[config.mk]
export PLATFORM = sky130hd
export DESIGN_NAME = dsc_strobe_ctrl
export DESIGN_NICKNAME = d
export VERILOG_FILES = /design/src/pkg/dsc_pkg.sv /design/src/core/dsc_strobe_ctrl.sv
export VERILOG_INCLUDE_DIRS = /design/src /design/src/pkg
export SDC_FILE = /design/constraint.sdc
export NUM_CORES = 1
export LEC_CHECK = 0
export ABC_AREA = 1
export BUFFER_PORTS_ARGS = -buffer_cell sky130_fd_sc_hd__buf_2
export CORE_MARGIN = 4
export CORE_UTILIZATION = 45
export DETAILED_ROUTE_END_ITERATION = 16
export PLACE_DENSITY = 0.68
export SLEW_MARGIN = 20
export SYNTH_ARGS = -nofsm -noshare
export SYNTH_HDL_FRONTEND = slang
export SYNTH_SLANG_ARGS = --single-unit
[constraint.sdc]
create_clock -name clk_i -period 1.8 [get_ports clk_i]
set_input_delay 0 -clock clk_i [delete_from_list [all_inputs] [get_ports clk_i]]
set_output_delay 0 -clock clk_i [all_outputs]
set_load 0.02 [all_outputs]
[src/pkg/dsc_consts.svh]
// constants for the ddr strobe and pin control block
`ifndef DSC_CONSTS_SVH
`define DSC_CONSTS_SVH
// register word indices
`define DSC_A_CTRL    3'h0
`define DSC_A_WLD     3'h1
`define DSC_A_ISI0    3'h2
`define DSC_A_ISI1    3'h3
`define DSC_A_STAT    3'h4
// group geometry
`define DSC_NPIN      12
`define DSC_NDQ       11
`define DSC_ISI_W     3
`define DSC_ISI_PER   10
// control fields
`define DSC_F_MODE    1:0
`define DSC_F_EDGE    3:2
`define DSC_F_DIFF    4
`define DSC_CTRL_W    5
`define DSC_CTRL_RST  5'h00
// write delay fields
`define DSC_F_WLDYN   7:0
`define DSC_F_WLSTAT  15:8
`define DSC_F_WLSEL   16
`define DSC_WLD_W     17
`define DSC_WLD_RST   17'h00000
`define DSC_F_WLINV   7
`define DSC_F_WLSTEP  6:0
// isi fields
`define DSC_ISI0_W    30
`define DSC_ISI1_W    6
// timing
`define DSC_CLK_NS    50
`define DSC_LINK_NS   400
`define DSC_STEP_PS   25
`define DSC_QTR_CYC   (((`DSC_LINK_NS) / 4) / (`DSC_CLK_NS))
`define DSC_DLY_D     4
`define DSC_HALF_PH   2'h2
`endif

[src/pkg/dsc_pkg.sv]
// types for the ddr strobe and pin control block
package dsc_pkg;
    typedef enum logic [1:0] {
        DSC_MODE_SDR  = 2'b00,
        DSC_MODE_DDR  = 2'b01,
        DSC_MODE_GEAR = 2'b10
    } dsc_mode_type;
    typedef enum logic [1:0] {
        DSC_EDGE_LEFT  = 2'b00,
        DSC_EDGE_RIGHT = 2'b01,
        DSC_EDGE_TOP   = 2'b10,
        DSC_EDGE_BOT   = 2'b11
    } dsc_edge_type;
    typedef enum logic [1:0] {
        DSC_RD_IDLE = 2'b00,
        DSC_RD_PRE  = 2'b01,
        DSC_RD_RISE = 2'b10,
        DSC_RD_BURST = 2'b11
    } dsc_rd_type;
endpackage : dsc_pkg

[src/core/dsc_strobe_ctrl.sv]
// strobe group control: output enable, isi stretch, gearing clocks, read strobe
//
// Local design decisions: the register addresses and the Wishbone register port.
`timescale 1ns/1ps
`include "dsc_consts.svh"
module dsc_strobe_ctrl (
    input  wire logic                clk_i,
    input  wire logic                rst_i,
    input  wire logic [4:0]          wb_adr_i,
    input  wire logic [31:0]         wb_dat_i,
    output logic      [31:0]         wb_dat_o,
    input  wire logic [3:0]          wb_sel_i,
    input  wire logic                wb_we_i,
    input  wire logic                wb_cyc_i,
    input  wire logic                wb_stb_i,
    output logic                     wb_ack_o,
    input  wire logic                output_enable_in_i,
    input  wire logic [10:0]         dq_out_i,
    input  wire logic [10:0]         dq_i,
    output logic      [10:0]         dq_o,
    output logic      [10:0]         dq_oe_n_o,
    input  wire logic                dqs_i,
    output logic                     dqs_o,
    output logic                     dqs_oe_n_o,
    output logic                     dqs_n_o,
    output logic                     dqs_n_oe_n_o,
    input  wire logic                read_i,
    input  wire logic [6:0]          dll_delay_code_i,
    output logic                     write_gear_clk_a_o,
    output logic                     write_gear_clk_b_o,
    output logic                     write_strobe_out_o,
    output logic                     delayed_read_strobe_o,
    output logic                     sync_clock_polarity_o,
    output logic                     gearbox_transfer_strobe_o,
    output logic      [9:0]          rd_rise_o,
    output logic      [9:0]          rd_fall_o,
    output logic                     rd_valid_o
);
    // ------------------------------------------------------------
    // register bus
    // ------------------------------------------------------------
    function automatic logic [31:0] dsc_merge(input logic [31:0] old_v,
                                             input logic [31:0] new_v,
                                             input logic [3:0]  sel);
        logic [31:0] res;
        res = old_v;
        for (int b = 0; b < 4; b++) begin
            if (sel[b]) begin
                res[b*8 +: 8] = new_v[b*8 +: 8];
            end
        end
        return res;
    endfunction : dsc_merge

    logic [`DSC_CTRL_W-1:0] ctrl_r, ctrl_nxt;
    logic [`DSC_WLD_W-1:0]  wld_r, wld_nxt;
    logic [`DSC_ISI0_W-1:0] isi0_r, isi0_nxt;
    logic [`DSC_ISI1_W-1:0] isi1_r, isi1_nxt;
    logic                   ack_r, ack_nxt;
    logic [31:0]            rdat_r, rdat_nxt;
    logic [31:0]            stat_w;
    logic [2:0]             widx;
    logic                   wb_req;
    logic [31:0]            m;

    assign widx   = wb_adr_i[4:2];
    assign wb_req = wb_cyc_i && wb_stb_i && !ack_r;

    always_comb begin
        ctrl_nxt = ctrl_r;
        wld_nxt  = wld_r;
        isi0_nxt = isi0_r;
        isi1_nxt = isi1_r;
        ack_nxt  = wb_req;
        rdat_nxt = rdat_r;
        m        = 32'h00000000;
        if (wb_req) begin
            if (widx == `DSC_A_CTRL) begin
                m        = dsc_merge({27'h0, ctrl_r}, wb_dat_i, wb_sel_i);
                rdat_nxt = {27'h0, ctrl_r};
                if (wb_we_i) ctrl_nxt = m[`DSC_CTRL_W-1:0];
            end else if (widx == `DSC_A_WLD) begin
                m        = dsc_merge({15'h0, wld_r}, wb_dat_i, wb_sel_i);
                rdat_nxt = {15'h0, wld_r};
                if (wb_we_i) wld_nxt = m[`DSC_WLD_W-1:0];
            end else if (widx == `DSC_A_ISI0) begin
                m        = dsc_merge({2'h0, isi0_r}, wb_dat_i, wb_sel_i);
                rdat_nxt = {2'h0, isi0_r};
                if (wb_we_i) isi0_nxt = m[`DSC_ISI0_W-1:0];
            end else if (widx == `DSC_A_ISI1) begin
                m        = dsc_merge({26'h0, isi1_r}, wb_dat_i, wb_sel_i);
                rdat_nxt = {26'h0, isi1_r};
                if (wb_we_i) isi1_nxt = m[`DSC_ISI1_W-1:0];
            end else if (widx == `DSC_A_STAT) begin
                rdat_nxt = stat_w;
            end else begin
                rdat_nxt = 32'h00000000;
            end
        end
    end

    always_ff @(posedge clk_i) begin
        if (rst_i) begin
            ctrl_r <= `DSC_CTRL_RST;
            wld_r  <= `DSC_WLD_RST;
            isi0_r <= 30'h00000000;
            isi1_r <= 6'h00;
            ack_r  <= 1'b0;
            rdat_r <= 32'h00000000;
        end else begin
            ctrl_r <= ctrl_nxt;
            wld_r  <= wld_nxt;
            isi0_r <= isi0_nxt;
            isi1_r <= isi1_nxt;
            ack_r  <= ack_nxt;
            rdat_r <= rdat_nxt;
        end
    end
    assign wb_ack_o = ack_r;
    assign wb_dat_o = rdat_r;

    // ------------------------------------------------------------
    // mode limits per edge
    // ------------------------------------------------------------
    dsc_pkg::dsc_mode_type mode_eff;
    logic                  geared;
    always_comb begin
        mode_eff = dsc_pkg::dsc_mode_type'(ctrl_r[`DSC_F_MODE]);
        if (ctrl_r[`DSC_F_EDGE] == dsc_pkg::DSC_EDGE_BOT) begin
            mode_eff = dsc_pkg::DSC_MODE_SDR;
        end else if (ctrl_r[`DSC_F_EDGE] == dsc_pkg::DSC_EDGE_TOP &&
                     mode_eff == dsc_pkg::DSC_MODE_GEAR) begin
            mode_eff = dsc_pkg::DSC_MODE_DDR;
        end else if (mode_eff != dsc_pkg::DSC_MODE_DDR &&
                     mode_eff != dsc_pkg::DSC_MODE_GEAR) begin
            mode_eff = dsc_pkg::DSC_MODE_SDR;
        end
    end
    assign geared = (mode_eff == dsc_pkg::DSC_MODE_GEAR);

    // ------------------------------------------------------------
    // input synchronisers
    // ------------------------------------------------------------
    logic [6:0]  dll_m_r, dll_r;
    logic        dqs_m_r, dqs_r;
    logic [10:0] dq_m_r, dq_r;
    always_ff @(posedge clk_i) begin
        if (rst_i) begin
            dll_m_r <= 7'h00;
            dll_r   <= 7'h00;
            dqs_m_r <= 1'b1;
            dqs_r   <= 1'b1;
            dq_m_r  <= 11'h000;
            dq_r    <= 11'h000;
        end else begin
            dll_m_r <= dll_delay_code_i;
            dll_r   <= dll_m_r;
            dqs_m_r <= dqs_i;
            dqs_r   <= dqs_m_r;
            dq_m_r  <= dq_i;
            dq_r    <= dq_m_r;
        end
    end

    // ------------------------------------------------------------
    // write gearing clocks and write strobe
    // ------------------------------------------------------------
    logic [1:0] gcnt_r, gcnt_nxt;
    logic [1:0] ph_r, ph_nxt;
    logic       wstr_r, wstr_nxt;
    logic [7:0] wl_sel;
    logic [7:0] wl_sum;
    logic       gear_a, gear_b;
    always_comb begin
        wl_sel   = wld_r[`DSC_F_WLSEL] ? wld_r[`DSC_F_WLSTAT]
                                       : wld_r[`DSC_F_WLDYN];
        wl_sum   = 8'({1'b0, dll_r} + {1'b0, wl_sel[`DSC_F_WLSTEP]});
        gcnt_nxt = 2'(gcnt_r + 2'h1);
        ph_nxt   = ph_r;
        if (gcnt_r == 2'h3) begin
            ph_nxt = 2'(wl_sum[7:6] +
                       (wl_sel[`DSC_F_WLINV] ? `DSC_HALF_PH : 2'h0));
        end
        gear_a   = (gcnt_r == ph_r);
        gear_b   = (gcnt_r == 2'(ph_r + `DSC_HALF_PH));
        wstr_nxt = wstr_r;
        if (gear_a) wstr_nxt = 1'b1;
        if (gear_b) wstr_nxt = 1'b0;
    end
    always_ff @(posedge clk_i) begin
        if (rst_i) begin
            gcnt_r <= 2'h0;
            ph_r   <= 2'h0;
            wstr_r <= 1'b0;
        end else begin
            gcnt_r <= gcnt_nxt;
            ph_r   <= ph_nxt;
            wstr_r <= wstr_nxt;
        end
    end
    assign write_gear_clk_a_o = gear_a;
    assign write_gear_clk_b_o = gear_b;
    assign write_strobe_out_o = wstr_r;

    // ------------------------------------------------------------
    // output enable and isi stretch
    // ------------------------------------------------------------
    logic                  oe1_r, oe1_nxt, oe2_r, oe2_nxt;
    logic [`DSC_NPIN-1:0]  pin_d;
    logic [2:0]            hist_r [`DSC_NPIN];
    logic [2:0]            hist_nxt [`DSC_NPIN];
    logic [2:0]            scnt_r [`DSC_NPIN];
    logic [2:0]            scnt_nxt [`DSC_NPIN];
    logic [`DSC_NPIN-1:0]  out_r, out_nxt;
    logic [`DSC_ISI_W-1:0] isi_v;
    logic                  drive;
    assign pin_d = {wstr_r, dq_out_i};
    always_comb begin
        oe1_nxt = output_enable_in_i;
        oe2_nxt = oe2_r;
        if (gear_a || gear_b) oe2_nxt = oe1_r;
        isi_v   = 3'h0;
        for (int p = 0; p < `DSC_NPIN; p++) begin
            if (p < `DSC_ISI_PER) begin
                isi_v = isi0_r[p*`DSC_ISI_W +: `DSC_ISI_W];
            end else begin
                isi_v = isi1_r[(p-`DSC_ISI_PER)*`DSC_ISI_W +: `DSC_ISI_W];
            end
            hist_nxt[p] = {hist_r[p][1:0], pin_d[p]};
            scnt_nxt[p] = scnt_r[p];
            out_nxt[p]  = hist_r[p][0];
            if (scnt_r[p] != 3'h0) begin
                scnt_nxt[p] = 3'(scnt_r[p] - 3'h1);
                out_nxt[p]  = out_r[p];
                hist_nxt[p] = hist_r[p];
            end else if (geared && isi_v != 3'h0 &&
                         hist_r[p][2] != hist_r[p][1] &&
                         hist_r[p][0] != hist_r[p][1]) begin
                scnt_nxt[p] = isi_v;
                out_nxt[p]  = hist_r[p][1];
            end
        end
    end
    always_ff @(posedge clk_i) begin
        if (rst_i) begin
            oe1_r <= 1'b0;
            oe2_r <= 1'b0;
            out_r <= 12'h000;
            for (int p = 0; p < `DSC_NPIN; p++) begin
                hist_r[p] <= 3'h0;
                scnt_r[p] <= 3'h0;
            end
        end else begin
            oe1_r <= oe1_nxt;
            oe2_r <= oe2_nxt;
            out_r <= out_nxt;
            for (int p = 0; p < `DSC_NPIN; p++) begin
                hist_r[p] <= hist_nxt[p];
                scnt_r[p] <= scnt_nxt[p];
            end
        end
    end
    assign drive        = geared ? oe2_r : oe1_r;
    assign dq_o         = out_r[`DSC_NDQ-1:0];
    assign dq_oe_n_o    = {`DSC_NDQ{~drive}};
    assign dqs_o        = out_r[`DSC_NPIN-1];
    assign dqs_oe_n_o   = ~drive;
    assign dqs_n_o      = ~out_r[`DSC_NPIN-1];
    assign dqs_n_oe_n_o = ~(drive && ctrl_r[`DSC_F_DIFF]);

    // ------------------------------------------------------------
    // read strobe delay, polarity and transfer strobe
    // ------------------------------------------------------------
    dsc_pkg::dsc_rd_type rst_st_r, rst_st_nxt;
    logic [`DSC_DLY_D-1:0] dly_r, dly_nxt;
    logic [1:0]  tap_r, tap_nxt;
    logic        dstr_r, dstr_nxt, pol_r, pol_nxt, tog_r, tog_nxt;
    logic        xfer_r, xfer_nxt, dprev_r;
    logic [9:0]  rise_r, rise_nxt, fall_r, fall_nxt;
    logic        val_r, val_nxt;
    logic        dqs_rise, d_rise, d_fall;
    assign dqs_rise = dqs_r && !dly_r[0];
    assign d_rise   = dstr_r && !dprev_r;
    assign d_fall   = !dstr_r && dprev_r;
    always_comb begin
        dly_nxt  = {dly_r[`DSC_DLY_D-2:0], dqs_r};
        tap_nxt  = tap_r;
        if (!dstr_r && !dly_r[tap_r]) tap_nxt = 2'(dll_r[6:5] + 2'(`DSC_QTR_CYC) - 2'h1);
        dstr_nxt = dly_r[tap_r] && (rst_st_r == dsc_pkg::DSC_RD_BURST);
        rst_st_nxt = rst_st_r;
        pol_nxt  = pol_r;
        tog_nxt  = tog_r;
        xfer_nxt = 1'b0;
        rise_nxt = rise_r;
        fall_nxt = fall_r;
        val_nxt  = 1'b0;
        case (rst_st_r)
            dsc_pkg::DSC_RD_IDLE: begin
                if (read_i && mode_eff != dsc_pkg::DSC_MODE_SDR) begin
                    rst_st_nxt = dsc_pkg::DSC_RD_PRE;
                end
            end
            dsc_pkg::DSC_RD_PRE: begin
                if (!read_i) rst_st_nxt = dsc_pkg::DSC_RD_IDLE;
                else if (!dqs_r) rst_st_nxt = dsc_pkg::DSC_RD_RISE;
            end
            dsc_pkg::DSC_RD_RISE: begin
                if (!read_i) begin
                    rst_st_nxt = dsc_pkg::DSC_RD_IDLE;
                end else if (dqs_rise) begin
                    rst_st_nxt = dsc_pkg::DSC_RD_BURST;
                    pol_nxt    = gcnt_r[1];
                    tog_nxt    = 1'b0;
                end
            end
            dsc_pkg::DSC_RD_BURST: begin
                if (!read_i) rst_st_nxt = dsc_pkg::DSC_RD_IDLE;
            end
            default: rst_st_nxt = dsc_pkg::DSC_RD_IDLE;
        endcase
        if (d_rise) begin
            rise_nxt = dq_r[9:0];
            tog_nxt  = ~tog_r;
            xfer_nxt = geared && tog_r;
        end
        if (d_fall) begin
            fall_nxt = dq_r[9:0];
            val_nxt  = 1'b1;
        end
    end
    always_ff @(posedge clk_i) begin
        if (rst_i) begin
            rst_st_r <= dsc_pkg::DSC_RD_IDLE;
            dly_r    <= {`DSC_DLY_D{1'b1}};
            tap_r    <= 2'h0;
            dstr_r   <= 1'b0;
            dprev_r  <= 1'b0;
            pol_r    <= 1'b0;
            tog_r    <= 1'b0;
            xfer_r   <= 1'b0;
            rise_r   <= 10'h000;
            fall_r   <= 10'h000;
            val_r    <= 1'b0;
        end else begin
            rst_st_r <= rst_st_nxt;
            dly_r    <= dly_nxt;
            tap_r    <= tap_nxt;
            dstr_r   <= dstr_nxt;
            dprev_r  <= dstr_r;
            pol_r    <= pol_nxt;
            tog_r    <= tog_nxt;
            xfer_r   <= xfer_nxt;
            rise_r   <= rise_nxt;
            fall_r   <= fall_nxt;
            val_r    <= val_nxt;
        end
    end
    assign delayed_read_strobe_o     = dstr_r;
    assign sync_clock_polarity_o     = pol_r;
    assign gearbox_transfer_strobe_o = xfer_r;
    assign rd_rise_o  = rise_r;
    assign rd_fall_o  = fall_r;
    assign rd_valid_o = val_r;
    assign stat_w = {18'h0, dll_r, rst_st_r, tog_r, pol_r, mode_eff, drive};

    // ------------------------------------------------------------
    // assertions
    // ------------------------------------------------------------
    a_oe_single: assert property (@(posedge clk_i) disable iff (rst_i)
        !geared && $past(!geared) |-> dqs_oe_n_o == !$past(output_enable_in_i))
        else $error("single stage output enable wrong");
    a_oe_geared: assert property (@(posedge clk_i) disable iff (rst_i)
        geared && !$past(gear_a || gear_b) && $past(geared) |-> $stable(dqs_oe_n_o))
        else $error("geared enable moved without gear clock");
    a_isi_gate: assert property (@(posedge clk_i) disable iff (rst_i)
        !geared |-> scnt_nxt[0] == 3'h0 || scnt_r[0] != 3'h0)
        else $error("stretch started outside geared mode");
    a_isi_hold: assert property (@(posedge clk_i) disable iff (rst_i)
        scnt_r[0] != 3'h0 |=> $stable(dq_o[0]))
        else $error("stretched bit not held");
    a_isi_len: assert property (@(posedge clk_i) disable iff (rst_i)
        scnt_r[0] == 3'h0 && scnt_nxt[0] != 3'h0 |=> scnt_r[0] == isi0_r[2:0])
        else $error("stretch length differs from setting");
    a_edge_bot: assert property (@(posedge clk_i) disable iff (rst_i)
        ctrl_r[`DSC_F_EDGE] == dsc_pkg::DSC_EDGE_BOT |-> mode_eff == dsc_pkg::DSC_MODE_SDR)
        else $error("ddr mode on bottom edge");
    a_edge_top: assert property (@(posedge clk_i) disable iff (rst_i)
        ctrl_r[`DSC_F_EDGE] == dsc_pkg::DSC_EDGE_TOP |-> !geared)
        else $error("gearing on top edge");
    a_gear_gap: assert property (@(posedge clk_i) disable iff (rst_i)
        gear_a |=> !gear_a ##1 !gear_a ##1 !gear_a)
        else $error("gear clock spacing wrong");
    a_pol_set: assert property (@(posedge clk_i) disable iff (rst_i)
        rst_st_r == dsc_pkg::DSC_RD_RISE && read_i && dqs_rise |=> pol_r == $past(gcnt_r[1]))
        else $error("polarity not taken at first rise");
    a_xfer_mode: assert property (@(posedge clk_i) disable iff (rst_i)
        gearbox_transfer_strobe_o |-> $past(geared) && $past(d_rise))
        else $error("transfer strobe outside geared read");
    a_ack_pulse: assert property (@(posedge clk_i) disable iff (rst_i)
        wb_ack_o |=> !wb_ack_o)
        else $error("ack longer than one cycle");
    c_read_burst: cover property (@(posedge clk_i) disable iff (rst_i)
        rst_st_r == dsc_pkg::DSC_RD_RISE ##1 rst_st_r == dsc_pkg::DSC_RD_BURST);
    c_isi_run: cover property (@(posedge clk_i) disable iff (rst_i)
        scnt_r[0] != 3'h0);
    c_xfer: cover property (@(posedge clk_i) disable iff (rst_i)
        gearbox_transfer_strobe_o);
endmodule : dsc_strobe_ctrl

## After elaboration in Yosys (flattened, before gate mapping)

Memories as Yosys holds them, arrays and structs flattened.
Index checks and enable logic that the tools add are counted.

- Flip-flop bits (word level): 180
- Memory bits (writable): 72
- Bits of input ports: 78
- Output and inout port bits: 86
- Word-level logic and storage cells: 340
- Memories: 2

Memories:

| name | words | width | read ports | clocked after memory_dff | write ports | RTL line | RTL |
|---|---|---|---|---|---|---|---|
| hist_r | 12 | 3 | 12 | 0 | 12 | dsc_strobe_ctrl.sv:210 | `` logic [2:0] hist_r [`DSC_NPIN]; `` |
| scnt_r | 12 | 3 | 12 | 0 | 12 | dsc_strobe_ctrl.sv:212 | `` logic [2:0] scnt_r [`DSC_NPIN]; `` |

- Add/sub/neg operators: 18
- Magnitude comparators: 1
- Eq/ne operators: 44
- Mux-type cells: 100
- Bitwise operators: 32
- Reduce and logical (&&, ||, !) cells: 98

Operators by type and width:

| kind | count |
|---|---|
| 3-bit two-way mux | 60 |
| 30-bit two-way mux | 3 |
| 3-bit nonzero test | 24 |
| 1-bit logical AND | 48 |
| 3-bit by 1-bit subtractor with 3-bit output, second input constant | 12 |
| 14-bit two-way mux | 2 |
| 1-bit != test | 24 |
| 1-bit bitwise OR | 24 |
| 6-bit AND reduction | 4 |
| 1-bit two-way mux | 22 |
| 2-bit two-way mux | 10 |
| 5-bit AND reduction | 3 |
| 2-bit equality test, second input constant | 7 |
| 7-bit by 7-bit adder with 8-bit output | 1 |
| 8-bit two-way mux | 1 |
| 1-bit NOT | 8 |
| 2-bit one-hot mux with 4 select lines | 1 |
| 4-bit AND reduction | 2 |
| 2-bit nonzero test | 4 |
| 7-bit AND reduction | 1 |
| 3-bit by 2-bit equality test with 1-bit output, second input constant | 2 |
| 2-bit != test, second input constant | 3 |
| 3-bit != test, second input constant | 2 |
| 3-bit AND reduction | 2 |
| 16 further kinds | 23 |

## Longest topological paths before layout

Gate-level depths: netlist of the first run.

- Depth after elaboration: 12
- Mapped depth: 15
- Mapped depth without buffers: 13

## Worst setup path after synthesis of the first run

Ideal clock, no wire load.

- Path type: register to register
- Start: register wld_r[16]
- End: register ph_r[1]
- Library setup time: 117 ps
- Arrival time: 1608 ps
- Required time: 1683 ps
- Slack: 75 ps
- Cell stages (with the launch flop): 11
- Path buffers: 2
- Period minus slack after synthesis: 1725 ps
- Path through: dfxtp_1 > buf_2 > clkbuf_1 > o21ai_0 > ha_1 > nand2_1 > o21a_1 > nand3_1 > nand2_1 > nor2_1 > nor2_1

- Word-level cells in the longest chain between the ends: 3
- Elaborated cells on any way between the ends: 4
- Classes of those cells: 2 x add/sub; 2 x mux

Ends and longest elaborated chain:

| item | RTL line | RTL |
|---|---|---|
| from (decl) | dsc_strobe_ctrl.sv:56 | `` logic [`DSC_WLD_W-1:0] wld_r, wld_nxt; `` |
| from (signal assigned) | dsc_strobe_ctrl.sv:105 | `` wld_r <= `DSC_WLD_RST; `` |
| from (signal assigned) | dsc_strobe_ctrl.sv:112 | `wld_r <= wld_nxt;` |
| 8-bit two-way mux (*) | dsc_strobe_ctrl.sv:175 | `` wl_sel = wld_r[`DSC_F_WLSEL] ? wld_r[`DSC_F_WLSTAT] `` |
| 7-bit by 7-bit adder with 8-bit output / 2-bit two-way mux (equally long branches) | dsc_strobe_ctrl.sv:177, dsc_strobe_ctrl.sv:182 |  |
| 2-bit adder (*) | dsc_strobe_ctrl.sv:181 | `ph_nxt = 2'(wl_sum[7:6] +` |
| to (signal assigned) | dsc_strobe_ctrl.sv:197 | `ph_r <= ph_nxt;` |
| to (decl) | dsc_strobe_ctrl.sv:169 | `logic [1:0] ph_r, ph_nxt;` |

Mark *: on every way between the ends. The rest lies on a longest branch, timed or not.
A chain may end at the register's enable or synchronous reset.

## Worst setup path in the final report of the first run

- Start: register ctrl_r[0]
- End: output dqs_n_oe_n_o

- Word-level cells in the longest chain between the ends: 9
- Elaborated cells on any way between the ends: 12
- Classes of those cells: 4 x eq/ne; 4 x mux; 1 x bitwise; 3 x reduce/logical

Ends and longest elaborated chain:

| item | RTL line | RTL |
|---|---|---|
| from (decl) | dsc_strobe_ctrl.sv:55 | `` logic [`DSC_CTRL_W-1:0] ctrl_r, ctrl_nxt; `` |
| from (signal assigned) | dsc_strobe_ctrl.sv:104 | `` ctrl_r <= `DSC_CTRL_RST; `` |
| from (signal assigned) | dsc_strobe_ctrl.sv:111 | `ctrl_r <= ctrl_nxt;` |
| 2-bit by 1-bit != test with 1-bit output / 2-bit != test (equally long branches) | dsc_strobe_ctrl.sv:134, dsc_strobe_ctrl.sv:135 |  |
| 1-bit logical AND | dsc_strobe_ctrl.sv:134 | `end else if (mode_eff != dsc_pkg::DSC_MODE_DDR &&` |
| 2-bit two-way mux | dsc_strobe_ctrl.sv:134 |  |
| 2-bit two-way mux (*) | dsc_strobe_ctrl.sv:131 | `` end else if (ctrl_r[`DSC_F_EDGE] == dsc_pkg::DSC_EDGE_TOP && `` |
| 2-bit two-way mux (*) | dsc_strobe_ctrl.sv:129 | `` if (ctrl_r[`DSC_F_EDGE] == dsc_pkg::DSC_EDGE_BOT) begin `` |
| 2-bit equality test (*) | dsc_strobe_ctrl.sv:139 | `assign geared = (mode_eff == dsc_pkg::DSC_MODE_GEAR);` |
| 1-bit two-way mux (*) | dsc_strobe_ctrl.sv:263 | `assign drive = geared ? oe2_r : oe1_r;` |
| 1-bit logical AND (*) | dsc_strobe_ctrl.sv:269 | `` assign dqs_n_oe_n_o = ~(drive && ctrl_r[`DSC_F_DIFF]); `` |
| 1-bit NOT (*) | dsc_strobe_ctrl.sv:269 |  |
| to (decl) | dsc_strobe_ctrl.sv:26 | `output logic dqs_n_oe_n_o,` |

Marks and branches as above.

==> flow_summary.toml, run 1 <==
[min_path]
min_path_cells = 3
hold_path_class = "primary input to flop"

[synth]
synth_seq_cells = 250
synth_top_family_by_area = "compound AO/OA/AOI/OAI gates"
synth_simple_gate_area_frac = 0.1990
synthAdderAreaFrac = 0.03506
synth-xor-area-share = 0.001583
syn_area_mm2 = 0.01106
synthMuxAreaShare = 0
synth_edf_count = 0
yosysSeqAreaShare = 0.4524
ys_async_sr_fraction = 0
synth_cell_type_count = 41
syn_inst = 1494
yosys_warnings = 0
synth_area_per_cell_um2 = 7.405
synth_compound_area_frac = 0.2045
synth_ff_type = "dfxtp_1"

[sta]
max-slew-margin-rel = 0.6569
tns_ps = 0
worstMarginPinSlew_ps = 514.6
max_freq_mhz = 584.1
worst_clock_skew_ps = 9.913
rsz0062_at_grt = "false"
slew_viol_final = 0
finalHoldViolCount = 0
hold_slack_ps = 4.558
min_period_ps = 1712
fin_crit_sh = 0.9511
finalSetupViolations = 0

[clock_tree]
numCtsBuffers = 27
cts_max_level = 1
clkSinkCount = 250
clk_pin_slew_worst_paths_ps = 60
cts-root-buf = "clkbuf_16"
cts_tree = "yes"
clock_latency_ps = 540
cts_buffer_depth = 3

[grt]
grt_pass1_wl_um = 45320
grt_max_degree = 105
antenna_found_initial = 0
grt_usage = 0.2016
grt_overflow = 0
grt_pass1_vias = 9420

[routing]
first_pass_iters = 5
dr_total_vias = 10080
drc = 0
wl_per_cell_um = 13.63
totalWireLength_um = 27910
drtIter0Drc = 548
final_antenna_net_count = 0
routed_via_density = 4.923

[placed_design]
port-buffer-count = 156
routabilityCongestion = 0.9079
hpwl_um = 19460

[critical_path]
worstSetupPathType = "flop to primary output"
ff2ff_setup_slack_ps = 130
critical_path_arrival_ps = 1710
crit_path_start_kind = "flop"
cp_data_required_time_ps = 1800
crit_fanout = 4
critPathCaptureType = "primary output"
reg2regPathDepth = 10

[floorplanning]
die-height_um = 164.8
dieArea_mm2 = 0.02716
core_mm2 = 0.02425
initial_core_util = 0.4562
ioPinCount = 164
num_rows = 57
fp.dieW_um = 164.8

[cells_and_area]
n_antenna_cell = 0
fin_nets = 1815
area_growth_pct = 25.02
drive_gt1_frac = 0.1769

[status]
status = "complete, no violations"

[power]
ir_worst_vdd_uv = 900.2
power_density_mw_per_mm2 = 1171
p_leak_nw = 6.089

[run]
max_cap_viol_count = 0
==> cells in the final DEF (no fill, tap or decap), drive strengths merged, types with 5 or more instances in the layout <==
master	synthesis	routed
o221ai	6	6
dlygate4sd3	0	67
a31oi	15	15
clkinv	1	5
inv	203	203
nand3	54	54
clkbuf	33	37
a21oi	181	181
bufinv	0	6
or2	14	14
nor2	190	190
nor3	8	8
buf	42	190
ha	31	31
nand2	247	247
o21ai	200	200
o22ai	5	5
a211oi	6	6
dfxtp	250	250
==> worst max-delay path, stage by stage (launching register included) <==
cell and delay, ps:
dfxtp_1 320, inv_2 100, nand3_4 90, buf_4 160, buf_4 150, nand2_4 70, nand3_1 110, buf_4 180
==> synth_stat cells (2+ instances only) <==
cell | n | area, um^2
a21oi_1 | 177 | 885.9
xnor2_1 | 2 | 17.52
nor2_4 | 2 | 22.52
nor2_1 | 185 | 694.4
o21a_1 | 2 | 15.01
buf_2 | 18 | 90.09
nand2_2 | 12 | 75.07
o21ai_0 | 189 | 945.9
nand2_1 | 233 | 874.6
nand3_4 | 3 | 52.55
or2_2 | 14 | 87.58
nor3_1 | 7 | 35.03
o21ai_2 | 4 | 35.03
o22ai_1 | 5 | 31.28
clkbuf_1 | 33 | 123.9
ha_1 | 31 | 387.9
o21ai_1 | 7 | 35.03
buf_6 | 7 | 78.83
a31oi_1 | 11 | 68.82
nand2_4 | 2 | 22.52
inv_2 | 9 | 33.78
buf_4 | 16 | 120.1
nor2_2 | 2 | 12.51
o221ai_1 | 6 | 52.55
a31oi_4 | 4 | 85.08
a211oi_1 | 2 | 15.01
a21oi_2 | 4 | 35.03
nand3_2 | 4 | 40.04
nand3_1 | 47 | 235.2
inv_1 | 193 | 724.4
dfxtp_1 | 250 | 5005
a211oi_2 | 4 | 50.05
==> cell families after synthesis <==
logic type,count (synthesis)
fa+ha+maj,31
buf+inv,279
other cells,1
xor+xnor,2
flops,250
simple gates,515
compound gates,416
==> flip-flops by register name (all words and copies together) (netlist names), 4 cells and up <==
register	count
hist_r	36
isi1_r	6
out_r	12
scnt_r	36
ctrl_r	5
dll_m_r	7
dll_r	7
dq_r	10
wb_dat_o	30
rd_fall_o	10
dly_r	4
wld_r	17
isi0_r	30
dq_m_r	10
rd_rise_o	10
==> final cells by class <==
type	instances	area [um^2]
clock buffers	37	773.2
clock inverters	10	203.9
repair buffers	257	1770
flip-flops and latches	250	5006
well taps	324	405.4
inverters	204	772.0
multi-input cells	966	4900
fillers	2234	10420
==> through the flow <==
| stage | cells | utilization | cell area [um^2] | total power, W | setup slack (ps) |
|---|---|---|---|---|---|
| after floorplan | 1495 | - | 11070 | 0.009135 | 74.88 |
| after global placement | 1933 | 0.5006 | 12140 | 0.009946 | 194.5 |
| after detailed placement | 1933 | 0.5006 | 12140 | 0.01008 | 166.7 |
| after CTS | 2048 | 0.5692 | 13800 | 0.01633 | 21.03 |
| after global routing | 2048 | 0.5704 | 13830 | 0.01718 | 2.641 |
| final | 2048 | 0.5704 | 13830 | 0.01620 | 88.05 |
==> metal layers <==
metal,track usage,vias to the layer above,routed length [um]
met2,0.3300,264,12780
met3,0.03818,57,1803
met4,0.06465,0,639
met5,0,-,0
li1,-,5231,-
met1,0.2698,4530,12690
==> path summary, 6_finish.rpt <==
check                                       startpoint                        end
worst min register to register   dll_m_r[5]$_SDFF_PP0_        dll_r[5]$_SDFF_PP0_
worst max register to register  ctrl_r[0]$_SDFFE_PP0P_  scnt_r[0][6]$_SDFFE_PP0P_
worst max-delay path            ctrl_r[0]$_SDFFE_PP0P_               dqs_n_oe_n_o
worst min-delay path                             rst_i        wb_ack_o$_SDFF_PP0_
==> where the power goes <==
group	switching, W	total (W)	internal [W]	leakage (nW)
logic	0.00222	0.00359	0.00137	3.57
clock network	0.00224	0.00608	0.00384	0.482
registers	0.000377	0.00653	0.00615	2.04
==> repair_timing <==
| item | 4_1_cts | 5_1_grt |
|---|---|---|
| endpoints found under the hold margin | 92 | 0 |
| resized for setup | 3 | 9 |
| setup buffers | 1 | 0 |
| hold buffers | 67 | 0 |
| endpoints found under the setup margin | 13 | 16 |
| pin swaps | 0 | 0 |
No activity file was read; power rests on OpenSTA's default activity.
==> run 2, diff against run 1 <==
--- a/config.mk
+++ b/config.mk
@@ -8,10 +8,10 @@
 export LEC_CHECK = 0
 export ABC_AREA = 1
 export BUFFER_PORTS_ARGS = -buffer_cell sky130_fd_sc_hd__buf_2
-export CORE_MARGIN = 4
 export CORE_UTILIZATION = 45
 export DETAILED_ROUTE_END_ITERATION = 16
 export PLACE_DENSITY = 0.68
+export SETUP_SLACK_MARGIN = 0.3
 export SLEW_MARGIN = 20
 export SYNTH_ARGS = -nofsm -noshare
 export SYNTH_HDL_FRONTEND = slang
==> run 2 against run 1 <==
Net effect: clock skew increased by 13 ps; setup slack better by 69 ps; register-to-register slack improved by 30 ps; sequential share of layout area fell by 1.3 points; die area is 7.1% lower; clock-buffer cell count fell by 2; clock power down 10%; total power shrank 2.7%; first-iteration DRC count grew 14%; hold slack better by 27 ps; final cell count up 1.8%; non-clock buffer count rose by 32; largest cell class is now multi-input combinational cells.
==> flow_summary.toml, run 2 (synthesis gave the netlist of run 1 again) <==
[placed_design]
hpwl_um = 18500
routabilityCongestion = 0.8811
dpl.cell_count = 1929
port-buffer-count = 156

[routing]
first_pass_iters = 6
wl_per_cell_um = 13.71
drtIter0Drc = 627
totalWireLength_um = 28590
final_antenna_net_count = 0
drc = 0
dr_total_vias = 10300
routed_via_density = 4.942

[floorplanning]
fp.dieW_um = 158.8
initial_core_util = 0.4562
die-height_um = 158.8
num_rows = 57
dieArea_mm2 = 0.02522
core_mm2 = 0.02425
ioPinCount = 164

[sta]
worstMarginPinSlew_ps = 576.9
slew_viol_final = 0
finalSetupViolations = 0
min_period_ps = 1643
max-slew-margin-rel = 0.6154
rsz0062_at_grt = "true"
hold_slack_ps = 31.24
max_freq_mhz = 608.7
fin_crit_sh = 0.9127
finalHoldViolCount = 0
tns_ps = 0
worst_clock_skew_ps = 22.90

[critical_path]
cp_num_buf_inv = 1
crit_path_start_kind = "flop"
cp_slowest_cell = "dfxtp_4"
cp_top_family = "compound AO/OA/AOI/OAI gates"
r2r-start = "wld_r[16]$_SDFFE_PP0P_"
critical_path_arrival_ps = 2120
crit_chain = "buf_6 -> nand2_2 -> o21ai_1 -> ha_1 -> a21oi_2 -> o21a_1 -> nand3_2 -> nand2_1 -> nor2_1 -> nor2_1"
reg2regPathDepth = 10
slowest_delay_ps = 360
cp_data_required_time_ps = 2280
worstSetupPathType = "flop to flop"
worst_r2r_endpoint = "ph_r[1]$_SDFFE_PP0N_"
cpMostUsedCell = "nor2_1"
crit_fanout = 8
ff2ff_setup_slack_ps = 160
critPathCaptureType = "flop"

[grt]
grt_overflow = 0
grt_max_degree = 78
grt_pass1_vias = 9704
antenna_found_initial = 1
grt_pass1_wl_um = 46600
grt_usage = 0.2219

[clock_tree]
numCtsBuffers = 27
clk_pin_slew_worst_paths_ps = 60
cts_tree = "yes"
cts_buffer_depth = 3
cts_max_level = 1
clkSinkCount = 250
cts-root-buf = "clkbuf_16"
clock_latency_ps = 540

[cells_and_area]
final_cell_mix = "245 x dfxtp_1, 220 x nand2_1, 190 x inv_1, 183 x o21ai_0, 176 x nor2_1"
fill_cells = 2179
fin_nets = 1848
post-route-util = 0.5932
area_growth_pct = 30.02
drive_gt1_frac = 0.2131
top_regs = "hist_r: 36 flops, scnt_r: 36 flops"
layout_commonest_cell = "dfxtp_1"
stdcell_count = 2085

[power]
pwr-share-clk = 0.347
total_power_w = 0.01577
switchingPower_w = 0.004969
seqPwrFrac = 0.414
p_leak_nw = 6.284
ir_worst_vdd_uv = 693.6
power_density_mw_per_mm2 = 1096
swShare = 0.3152
p_int_w = 0.01080
power_frac_comb = 0.238

[min_path]
holdPathEnd = "wld_r[16]$_SDFFE_PP0P_"
hold_path.startpoint = "wb_adr_i[3]"
hold_path_class = "primary input to flop"
min_path_cells = 6

[status]
status = "complete, no violations"

[run]
max_cap_viol_count = 0
## run 2: what timing repair did
action | in CTS | in global routing
hold buffers | 77 | 0
endpoints found under the setup margin | 29 | 105
hold endpoints to repair | 108 | 0
resized for setup | 63 | 50
cloned | 2 | 0
pin swaps | 17 | 18
setup buffers | 12 | 14
## run 2: worst min-delay path, delay by kind of cell
kind,cells,cell delay [ps]
and+or+nand+nor,3,240
buffers and inverters,2,220
AOI/OAI and AO/OA,1,60
## run 2: final cells by class
cell class	count	area (um^2)	share of cell area
Multi-Input combinational cell	967	5200	0.3615
Sequential cell	250	5016	0.3487
Timing Repair Buffer	289	2110	0.1467
Inverter	204	774.5	0.05384
Clock buffer	35	735.7	0.05115
Tap cell	324	405.4	0.02818
Clock inverter	15	140.1	0.009742
Antenna cell	1	2.502	0.0001740
## run 2: power groups by stage
stage                     clock, W  combinational (W)  sequential, W
after CTS                  0.00557            0.00362        0.00653
after detailed placement         0            0.00340        0.00664
after global placement           0            0.00331        0.00662
after global routing       0.00578            0.00432        0.00662
after floorplan                  0            0.00242        0.00672
final                      0.00547            0.00376        0.00653
## run 2: per-layer routing
layer	routed length, um	vias up	share of wire	GRT usage
met5	0	-	0	0
met4	1042	0	0.036	0.08120
met2	13080	290	0.46	0.3708
met1	12800	4627	0.45	0.2840
met3	1670	94	0.058	0.04127
li1	-	5293	-	-
## run 2: how the worst max path moves through the flow
stage,start,endpoint,slack [ps],cells after the start
6_report,wld_r[16]$_SDFFE_PP0P_,ph_r[1]$_SDFFE_PP0N_,160,10
2_1_floorplan,wld_r[16]$_SDFFE_PP0P_,ph_r[0]$_SDFFE_PP0N_,240,12
3_3_place_gp,wld_r[16]$_SDFFE_PP0P_,ph_r[1]$_SDFFE_PP0N_,230,13
4_1_cts,wld_r[16]$_SDFFE_PP0P_,ph_r[0]$_SDFFE_PP0N_,250,13
3_5_place_dp,wld_r[16]$_SDFFE_PP0P_,ph_r[1]$_SDFFE_PP0N_,190,13
5_1_grt,wld_r[16]$_SDFFE_PP0P_,ph_r[1]$_SDFFE_PP0N_,7,10
## run 2: per-stage QoR
stage	worst slack [ps]	area [um^2]
6_report	157.2	14380
5_1_grt	6.515	14380
4_1_cts	245.9	14070
3_5_place_dp	188.0	12080
3_3_place_gp	227.6	12080
2_1_floorplan	242.5	11080
